--- config.mk ---
export PLATFORM = sky130hd
export DESIGN_NAME = peew_host
export DESIGN_NICKNAME = d
export VERILOG_FILES = /design/src/hw/peew_sync.v /design/src/hw/peew_host.v
export VERILOG_INCLUDE_DIRS = /design/src /design/src/hw
export SDC_FILE = /design/constraint.sdc
export NUM_CORES = 1
export LEC_CHECK = 0
export BUFFER_PORTS_ARGS = -buffer_cell sky130_fd_sc_hd__buf_2
export CAP_MARGIN = 20
export CORE_ASPECT_RATIO = 1.2
export CORE_MARGIN = 2
export CORE_UTILIZATION = 40
export CTS_CLUSTER_DIAMETER = 200
export CTS_CLUSTER_SIZE = 12
export DETAILED_ROUTE_END_ITERATION = 16
export SLEW_MARGIN = 0
export SYNTH_ARGS = -nofsm -noshare
export SYNTH_HDL_FRONTEND = slang
export SYNTH_SLANG_ARGS = --single-unit
--- constraint.sdc ---
create_clock -name mclk -period 5.13 [get_ports mclk]
set_input_delay 0.7695 -clock mclk [delete_from_list [all_inputs] [get_ports mclk]]
set_output_delay 0.7695 -clock mclk [all_outputs]
set_load 0.005 [all_outputs]
--- src/hw/peew_map.vh ---
// pin-level timing constants for the parallel eeprom write/status host
// assumes a 100 MHz mclk; counts derive from the printed times
`ifndef PEEW_MAP_VH
`define PEEW_MAP_VH
`define PEEW_CLK_PS           100_00
// times in ns as printed, write cycle in ms (0.2 us, 30 us, 100 us, 10 ms, 120 ns)
`define PEEW_BLC_MIN_NS       200
`define PEEW_BLC_MAX_NS       30000
`define PEEW_BL_WINDOW_NS     100000
`define PEEW_WC_MS            10
`define PEEW_DB_NS            120
`define PEEW_DW_NS            0
`define PEEW_PULSE_NS         200
// least times round up, longest round down
`define PEEW_BLC_MIN_CYC      ((`PEEW_BLC_MIN_NS + 9) / 10)
`define PEEW_BLC_MAX_CYC      (`PEEW_BLC_MAX_NS / 10)
`define PEEW_WC_CYC           (`PEEW_WC_MS * 100000)
`define PEEW_BL_CYC           (`PEEW_BL_WINDOW_NS / 10)
`define PEEW_PULSE_CYC        ((`PEEW_PULSE_NS + 9) / 10)
`define PEEW_PAGE_BYTES       64
`define PEEW_PAGE_LSB         6
`define PEEW_BIT_POLL         7
`define PEEW_BIT_TOGGLE       6
// status method codes
`define PEEW_M_WAIT           2'h0
`define PEEW_M_POLL           2'h1
`define PEEW_M_TOGGLE         2'h2
`define PEEW_M_RDY            2'h3
`endif

--- src/hw/peew_sync.v ---
// two-flop synchroniser for pins from the eeprom
// assumes one clock mclk, async active-high reset
`timescale 1ns/10ps
module peew_sync #(
	parameter W = 1
) (
	input  wire         mclk,
	input  wire         reset,
	input  wire [W-1:0] din,
	output wire [W-1:0] dout
);
	reg [W-1:0] meta_q;
	reg [W-1:0] sync_q;
	always @(posedge mclk or posedge reset) begin
		if (reset) begin
			meta_q <= {W{1'b0}};
			sync_q <= {W{1'b0}};
		end else begin
			meta_q <= din;
			sync_q <= meta_q;
		end
	end
	assign dout = sync_q;
endmodule // peew_sync

--- src/hw/peew_host.v ---
// host controller driving a byte-wide parallel eeprom by its pins
// assumes pins from the device are asynchronous; mclk at 100 MHz
// Behaviour
// - byte loads spaced 0.2 us to 30 us
// - internal write done within 10 ms
// - next access right after completion reported
// - toggle starts one, poll address fixed
// - hold reset-protect high through operations
// - reset-protect low aborts, hold 10 ms
`timescale 1ns/10ps
`include "peew_map.vh"
module peew_host #(
	parameter WC_CYC  = `PEEW_WC_CYC,
	parameter AW      = 13
) (
	input  wire          mclk,
	input  wire          reset,
	input  wire          cmd_valid,
	input  wire          cmd_write,
	input  wire          cmd_last,
	input  wire [AW-1:0] cmd_addr,
	input  wire [7:0]    cmd_wdata,
	input  wire [1:0]    status_mode,
	output reg           cmd_ready,
	output reg           rsp_valid,
	output reg  [7:0]    rsp_rdata,
	output reg           wr_done,
	output reg           wr_timeout,
	output reg           page_error,
	output reg  [AW-1:0] mem_addr,
	output reg  [7:0]    mem_dout,
	output reg           mem_doe,
	input  wire [7:0]    mem_din,
	output reg           mem_ce_n,
	output reg           mem_oe_n,
	output reg           mem_we_n,
	output reg           reset_protect_n,
	input  wire          ready_busy_n
);
	localparam S_IDLE  = 3'h0;
	localparam S_WLOW  = 3'h1;
	localparam S_WGAP  = 3'h2;
	localparam S_RLOW  = 3'h3;
	localparam S_WAIT  = 3'h4;
	localparam S_PLOW  = 3'h5;
	localparam S_PGAP  = 3'h6;
	localparam CW = 20;
	// 32-bit copies first, so the cut to CW bits is explicit
	localparam [31:0]   PULSE_W  = `PEEW_PULSE_CYC;
	localparam [31:0]   GAPMIN_W = `PEEW_BLC_MIN_CYC;
	localparam [31:0]   GAPMAX_W = `PEEW_BLC_MAX_CYC;
	localparam [31:0]   WC_W     = WC_CYC;
	localparam [31:0]   BL_W     = `PEEW_BL_CYC;
	localparam [CW-1:0] PULSE    = PULSE_W[CW-1:0];
	localparam [CW-1:0] GAPMIN   = GAPMIN_W[CW-1:0];
	localparam [CW-1:0] GAPMAX   = GAPMAX_W[CW-1:0];
	// blind wait spans the idle window before self-start plus the write
	localparam [CW-1:0] WCB      = WC_W[CW-1:0] + BL_W[CW-1:0];

	wire [7:0] din_s;
	wire       rdy_s;
	peew_sync #(.W(9)) u_sync (
		.mclk  (mclk),
		.reset (reset),
		.din   ({ready_busy_n, mem_din}),
		.dout  ({rdy_s, din_s})
	);

	reg [2:0]    st_q;
	reg [CW-1:0] cnt_q;
	reg [CW-1:0] wc_q;
	reg [6:0]    nbytes_q;
	reg [AW-1:0] page_q;
	reg [7:0]    last_q;
	reg          prev6_q;
	reg          first_poll_q;
	reg          in_page_q;

	// a write strobe is held for PULSE+1 cycles, a read strobe for PULSE+3, far above the filter width
	always @(posedge mclk or posedge reset) begin
		if (reset) begin
			st_q <= S_IDLE;
			cnt_q <= {CW{1'b0}};
			wc_q <= {CW{1'b0}};
			nbytes_q <= 7'h00;
			page_q <= {AW{1'b0}};
			last_q <= 8'h00;
			prev6_q <= 1'b0;
			first_poll_q <= 1'b0;
			in_page_q <= 1'b0;
			cmd_ready <= 1'b0;
			rsp_valid <= 1'b0;
			rsp_rdata <= 8'h00;
			wr_done <= 1'b0;
			wr_timeout <= 1'b0;
			page_error <= 1'b0;
			mem_addr <= {AW{1'b0}};
			mem_dout <= 8'h00;
			mem_doe <= 1'b0;
			mem_ce_n <= 1'b1;
			mem_oe_n <= 1'b1;
			mem_we_n <= 1'b1;
			reset_protect_n <= 1'b0;
		end else begin
			rsp_valid <= 1'b0;
			wr_done <= 1'b0;
			wr_timeout <= 1'b0;
			page_error <= 1'b0;
			reset_protect_n <= 1'b1;
			cmd_ready <= 1'b0;
			cnt_q <= cnt_q + 1'b1;
			case (st_q)
			S_IDLE: begin
				cmd_ready <= reset_protect_n;
				if (cmd_valid && cmd_ready) begin
					cmd_ready <= 1'b0;
					cnt_q <= {CW{1'b0}};
					mem_addr <= cmd_addr;
					mem_ce_n <= 1'b0;
					if (cmd_write) begin
						mem_dout <= cmd_wdata;
						mem_doe <= 1'b1;
						mem_we_n <= 1'b0;
						last_q <= cmd_wdata;
						page_q <= cmd_addr;
						nbytes_q <= 7'h01;
						in_page_q <= 1'b1;
						st_q <= S_WLOW;
					end else begin
						mem_oe_n <= 1'b0;
						st_q <= S_RLOW;
					end
				end
			end
			S_WLOW: if (cnt_q >= PULSE) begin
				mem_we_n <= 1'b1; // data taken here
				mem_ce_n <= 1'b1;
				st_q <= S_WGAP;
			end
			S_WGAP: begin
				mem_doe <= mem_we_n ? mem_doe : 1'b1;
				// next byte only inside the load interval
				cmd_ready <= in_page_q && cnt_q >= GAPMIN &&
					cnt_q < GAPMAX - 2;
				// a closing request never loads its own data
				if (cmd_valid && cmd_ready && cmd_write && !cmd_last &&
					cmd_addr[AW-1:`PEEW_PAGE_LSB] ==
					page_q[AW-1:`PEEW_PAGE_LSB] &&
					nbytes_q < `PEEW_PAGE_BYTES) begin
					cmd_ready <= 1'b0;
					cnt_q <= {CW{1'b0}};
					mem_addr <= cmd_addr;
					mem_dout <= cmd_wdata;
					last_q <= cmd_wdata;
					mem_ce_n <= 1'b0;
					mem_we_n <= 1'b0;
					nbytes_q <= nbytes_q + 7'h01;
					st_q <= S_WLOW;
				end else if ((cmd_valid && cmd_ready && !cmd_last &&
					!cmd_write) || (in_page_q && cnt_q >= GAPMAX - 2)) begin
					// page closed; device starts after idle
					cmd_ready <= 1'b0;
					page_error <= cmd_valid && cmd_ready;
					in_page_q <= 1'b0;
					mem_doe <= 1'b0;
					// polls stay on the last byte's address
					mem_addr <= mem_addr;
					wc_q <= {CW{1'b0}};
					first_poll_q <= 1'b1;
					cnt_q <= {CW{1'b0}};
					st_q <= S_WAIT;
				end else if (cmd_valid && cmd_ready && cmd_last) begin
					cmd_ready <= 1'b0;
					in_page_q <= 1'b0;
					mem_doe <= 1'b0;
					// bit seven only reports on the last byte loaded
					mem_addr <= mem_addr;
					wc_q <= {CW{1'b0}};
					first_poll_q <= 1'b1;
					cnt_q <= {CW{1'b0}};
					st_q <= S_WAIT;
				end
			end
			S_RLOW: if (cnt_q >= PULSE + 2) begin
				rsp_rdata <= din_s; // true byte
				rsp_valid <= 1'b1;
				mem_oe_n <= 1'b1;
				mem_ce_n <= 1'b1;
				st_q <= S_IDLE;
			end
			S_WAIT: begin
				wc_q <= wc_q + 1'b1;
				if (wc_q >= WCB) begin
					wr_timeout <= status_mode != `PEEW_M_WAIT;
					wr_done <= 1'b1;
					st_q <= S_IDLE;
				end else if (status_mode == `PEEW_M_RDY) begin
					// skip the busy-assert delay before trusting the pin
					if (wc_q > (`PEEW_DB_NS / 10) + 4 && rdy_s) begin
						wr_done <= 1'b1;
						st_q <= S_IDLE;
					end
				end else if (status_mode != `PEEW_M_WAIT &&
					cnt_q >= GAPMIN) begin
					cnt_q <= {CW{1'b0}};
					mem_ce_n <= 1'b0;
					mem_oe_n <= 1'b0;
					st_q <= S_PLOW;
				end
			end
			S_PLOW: if (cnt_q >= PULSE + 2) begin
				mem_oe_n <= 1'b1;
				mem_ce_n <= 1'b1;
				cnt_q <= {CW{1'b0}};
				prev6_q <= din_s[`PEEW_BIT_TOGGLE];
				first_poll_q <= 1'b0;
				st_q <= S_WAIT;
				if (status_mode == `PEEW_M_POLL) begin
					if (din_s[`PEEW_BIT_POLL] ==
						last_q[`PEEW_BIT_POLL]) begin
						wr_done <= 1'b1;
						st_q <= S_IDLE;
					end
				end else if (!first_poll_q &&
					din_s[`PEEW_BIT_TOGGLE] == prev6_q) begin
					wr_done <= 1'b1;
					st_q <= S_IDLE;
				end
			end
			default: st_q <= S_IDLE;
			endcase
		end
	end
endmodule // peew_host

Word-level counts from Yosys, hierarchy flattened

Cells that the tools add are included.

Flip-flop bits (word level): 123
Input bits: 37
Word-level logic and storage cells: 189

Add/sub/neg operators: 3
$lt $le $gt $ge: 7
Eq/ne operators: 26
Multiplexer cells: 90
Reductions and logical operators: 40

Operator list:

| kind                    | number |
|---|---|
| $mux W20                | 11 |
| $pmux W20 S4            | 1 |
| $mux W1                 | 42 |
| $mux W3                 | 14 |
| $add A20 B1 Y20 const B | 2 |
| $ge A20 B5 Y1 const B   | 2 |
| $pmux W20 S2            | 1 |
| $mux W13                | 2 |
| $pmux W13 S2            | 1 |
| $mux W8                 | 3 |
| $ne A2 B2 Y1 const B    | 11 |
| $mux W7                 | 3 |
| $ge A20 B12 Y1 const B  | 1 |
| $ge A20 B20 Y1 const B  | 1 |
| $gt A20 B5 Y1 const B   | 1 |
| $lt A20 B12 Y1 const B  | 1 |
| $pmux W3 S6             | 1 |
| $pmux W8 S2             | 1 |
| $logic_and A1 B1 Y1     | 14 |
| $pmux W7 S2             | 1 |
| $reduce_and A7 Y1       | 2 |
| $ne A4 B4 Y1 const B    | 3 |
| $reduce_and A3 Y1       | 4 |
| $pmux W1 S2             | 5 |
| 25 further kinds        | 38 |

Longest topological paths before layout

Depth in word-level cells: 7
Gate-level depth with buffers: 10
Depth with buffers taken out: 8

By module

Synthesis repeated with hierarchy kept, for this count alone.

Cell total of the unflattened synthesis: 520
Area total of the unflattened synthesis: 5554.1 µm²

Modules (own cells, without submodules):

| module    | times used | cells an instance | area each (µm²) |
|---|---|---|---|
| peew_host | 1          | 501               | 5099.9 |
| peew_sync | 1          | 19                | 454.2 |

Worst setup path after synthesis

No wires, ideal clock.

Path type: input -> register
Start: input port cmd_addr[12]
End: register mem_addr[0]
Arrival: 2591 ps
Setup slack: 2414 ps
Stages: 7
Path buffers: 1
Cell sequence: xor2_1 -> or4_1 -> nor4_1 -> nor2_1 -> nor2_1 -> buf_2 -> mux2_2

Cells in the longest elaborated chain, start to end: 5

Ends and longest elaborated chain:

| item                                 | RTL line        | RTL |
|---|---|---|
| start, declared                      | peew_host.v:21  | `input wire [AW-1:0] cmd_addr,` |
| $eq A7 B7 Y1                         | peew_host.v:147 | `` cmd_addr[AW-1:`PEEW_PAGE_LSB] == `` |
| $logic_and A1 B1 Y1                  | peew_host.v:146 | `if (cmd_valid && cmd_ready && cmd_write && !cmd_last &&` |
| $logic_and A1 B1 Y1 (no source line) | -               |  |
| $ne A2 B2 Y1 (no source line)        | -               |  |
| $reduce_and A3 Y1 (no source line)   | -               |  |
| end signal, assigned                 | peew_host.v:152 | `mem_addr <= cmd_addr;` |
| end signal, assigned                 | peew_host.v:167 | `mem_addr <= mem_addr;` |
| end signal, assigned                 | peew_host.v:177 | `mem_addr <= mem_addr;` |
| end, declared                        | peew_host.v:30  | `output reg [AW-1:0] mem_addr,` |

Every way passes these cells.
A chain may end at the register's enable or synchronous reset.

Final worst setup path

Start: register cnt_q[13]
End: register st_q[1]

Cells in the longest elaborated chain, start to end: 6
Elaborated cells on any way between the ends: 15

Ends and longest elaborated chain:

| item                   | RTL line        | RTL |
|---|---|---|
| start, declared        | peew_host.v:70  | `reg [CW-1:0] cnt_q;` |
| start signal, assigned | peew_host.v:83  | `cnt_q <= {CW{1'b0}};` |
| start signal, assigned | peew_host.v:111 | `cnt_q <= cnt_q + 1'b1;` |
| start signal, assigned | peew_host.v:117 | `cnt_q <= {CW{1'b0}};` |
| $ge A20 B12 Y1         | peew_host.v:160 | `!cmd_write) \|\| (in_page_q && cnt_q >= GAPMAX - 2)) begin` |
| $logic_and A1 B1 Y1    | peew_host.v:160 |  |
| $logic_or A1 B1 Y1     | peew_host.v:160 |  |
| $mux W3                | peew_host.v:159 | `end else if ((cmd_valid && cmd_ready && !cmd_last &&` |
| $mux W3                | peew_host.v:146 |  |
| $pmux W3 S6            | peew_host.v:112 | `case (st_q)` |
| end signal, assigned   | peew_host.v:128 | `st_q <= S_WLOW;` |
| end signal, assigned   | peew_host.v:158 | `st_q <= S_WLOW;` |
| end signal, assigned   | peew_host.v:171 | `st_q <= S_WAIT;` |
| end, declared          | peew_host.v:69  | `reg [2:0] st_q;` |

Parallel ways exist; a longest one is shown, timed or not.

==> out/metrics.yaml <==
status: "completed"
crit_chain: "or4_4, or4_4, a2111o_1, o41ai_2, or3_4, mux2_4"
pwr-share-clk_pct: 34.5
rsz0062_at_grt: "no"
drt-total-wl_mm: 12.2
syn_inst: 500
syn_avg_cell_area_um2: 10.8
mostFrequentLayoutCells: "dfrtp_1 (114), buf_2 (75), nor2_1 (53)"
worstHoldStart: "u_sync.meta_q[4]"
p_seq_share_pct: 42.4
numPlacedInstances: 732
rows: 46
antenna_found_initial: 0
drc: 0
grt_first_pass_wirelength_mm: 21.4
finalSetupTns_ns: 0
drtIter0Drc: 167
slew_headroom_pct: 34.4
ys_ff_latch: 117
cts_tree: "built"
max_stage_delay_ns: 0.60
holdBufCountCts: 0
antenna_cells: 0
path_max_fanout: 6
synth-edff-count: 0
cts_max_path_buffers: 2
via_per_inst: 5.46
start_util_pct: 41.0
fmax_mhz: 363
drive_gt1_share_pct: 27.8
clk_pin_slew_worst_paths_ns: 0.06
synth_area_um2: 5400
grt_max_degree: 78
nets: 626
path_class: "register to register"
cap_violations: 0
grt_most_used_layer: "met2"
grt_pass1_vias: 4471
clock-root-buffer: "clkbuf_16"
cts_resized: 0
skew_ns: 0.00588
overflow: 0
arrival_ns: 3.05
cts_buffers: 17
dpl.hpwl_mm: 8.53
dieArea_um2: 14500
crit_path_start: "cnt_q[13]"
cts_max_level: 4
synthArstFlopShare_pct: 100
final_common_cell: "dfrtp_1"
io_buffers: 75
slowest_stage: "or4_4"
ys.flop_type: "dfrtp_1"
layoutNonFillerInstCount: 765
end_kind: "register"
post_cts_buffers: 0
grtUsageMet1_pct: 22.7
hold_path.class: "register to register"
p_int_uw: 2120
cp_top_family: "simple AND/OR/NAND/NOR gates"
ir_drop_mv: 0.311
io-pin-count: 76
synth_cell_types: 56
switching_share_pct: 32.6
tightest_slew_ns: 0.984
power.density_nw_per_um2: 480
power.leakage_uw: 0.00307
clk_latency_ns: 0.41
power_frac_comb_pct: 23.1
slew_violations: 0
place_congestion: 0.898
clock-sinks: 117
syn2layout_area_growth_pct: 21.1
met3_usage_pct: 5.51
yosys_warnings: 0
p_switching_uw: 1020
r2r-start: "cnt_q[13]"
crit_buf_inv: 0
vias: 4178
setup_viol: 0
die_h_um: 131
wl_per_cell_um: 15.9
hold_viol: 0
min_period_ns: 2.75
drt_pass1_iterations: 4
met2_usage_pct: 31.2
period_share_pct: 53.7
synth-seq-area-share_pct: 54.3
core_um2: 13200
dieWidth_um: 110
cp.required_ns: 5.43
ant_nets: 0
cp-start-kind: "register"
cpMostUsedCell: "or4_4"
track_usage_pct: 18.8
syn_nets: 542
[sequential cells by signal, indices dropped and copies added, names as in the netlist]
| register | cells |
|---|---|
| page_error | 1 |
| cnt_q | 20 |
| first_poll_q | 1 |
| mem_addr | 13 |
| rsp_rdata | 8 |
| wc_q | 20 |
| u_sync.meta_q | 9 |
| mem_oe_n | 1 |
| mem_ce_n | 1 |
| reset_protect_n | 1 |
| page_q | 7 |
| rsp_valid | 1 |
| nbytes_q | 7 |
| mem_we_n | 1 |
| wr_done | 1 |
| st_q | 3 |
| cmd_ready | 1 |
| mem_doe | 1 |
| prev6_q | 1 |
| last_q | 8 |
| u_sync.dout | 9 |
| wr_timeout | 1 |
| in_page_q | 1 |
[final timing paths]
check | to | slack, ns | depth (start not counted)
hold / removal | u_sync.dout[4] | 0.35 | 0
hold reg to reg | u_sync.dout[4] | 0.35 | 0
max in group asynchronous | cnt_q[16] | 3.49 | 3
min in group asynchronous | u_sync.meta_q[2] | 0.55 | 2
setup / recovery | st_q[1] | 2.38 | 6
setup reg to reg | st_q[1] | 2.38 | 6
[power by group through the flow]
stage / Clock [uW] / Combinational, uW / Sequential, uW
final: 1080 / 725 / 1330
after CTS: 1110 / 731 / 1330
after global routing: 1140 / 824 / 1370
after global placement: 0 / 708 / 1340
after detailed placement: 0 / 729 / 1350
after floorplan: 0 / 522 / 1280
[final cells by class]
type	instances	area, um2
Fill cell	1213	6640
Sequential cell	117	2930
Multi-Input combinational cell	351	2360
Clock buffer	19	453
Timing Repair Buffer	81	424
Tap cell	168	210
Clock inverter	13	101
Inverter	16	62.6
[synth_stat cells, types with 2 or more instances]
library cell  instances  area (um2)
a31oi_1               3        18.8
nand3_1              15        75.1
o21bai_1              2        15.0
xor2_1               20         175
mux2_2               37         417
o21ai_0              23         115
nand2_1              32         120
dfrtp_1             114        2850
o2bb2ai_1             2        17.5
o211a_1               2        20.0
and2_1                6        37.5
o31ai_1               7        52.6
a41oi_1               2        17.5
o21a_1                6        45.0
a21oi_1              24         120
nor2_1               53         199
o32a_1                2        20.0
buf_2                 5        25.0
nor3_1               10        50.1
xnor2_1              14         123
clkbuf_1             11        41.3
and4_1                3        26.3
mux2i_1               2        20.0
nand4_1               8        50.1
ha_1                  5        62.6
nor2b_1               2        12.5
dfstp_2               3        78.8
or4_4                 2        22.5
or3_1                15        93.8
a21o_1                3        22.5
a2111o_1              2        22.5
inv_1                16        60.1
or4_1                11        82.6
nand2b_1              2        12.5
nor4_1                9        56.3
and3_1                7        43.8
[metrics by stage]
step                      worst slack, ns  hold slack [ns]  power (uW)  cell area [um2]  util, %
after global placement               1.82            0.331        2050             5970     45.3
after global routing                 2.26            0.363        3340             6540     49.6
after floorplan                      1.26            0.331        1810             5400        -
final                                2.38            0.350        3140             6540     49.6
after detailed placement             1.63            0.339        2080             5970     45.3
after CTS                            2.08            0.355        3180             6530     49.5
[cells by family (layout without fill, tap and decap cells)]
kind of cell | Yosys count | count (layout) | synth area share (%)
simple gates | 180 | 180 | 17.1
flops | 117 | 117 | 54.3
compound gates | 91 | 91 | 11.2
mux | 40 | 40 | 8.36
xor+xnor | 34 | 34 | 5.51
buf+inv | 32 | 129 | 2.34
fa+ha+maj | 5 | 5 | 1.16
other cells | 1 | 1 | 0.0694
[routing by layer]
layer / wire length, um / vias to the layer above / part of all wire, %
li1: - / 1963 / -
met1: 5020 / 2095 / 41
met2: 6380 / 101 / 52
met3: 546 / 19 / 4.5
met4: 243 / 0 / 2.0
met5: 0 / - / 0
No activity file was read; power rests on OpenSTA's default activity.
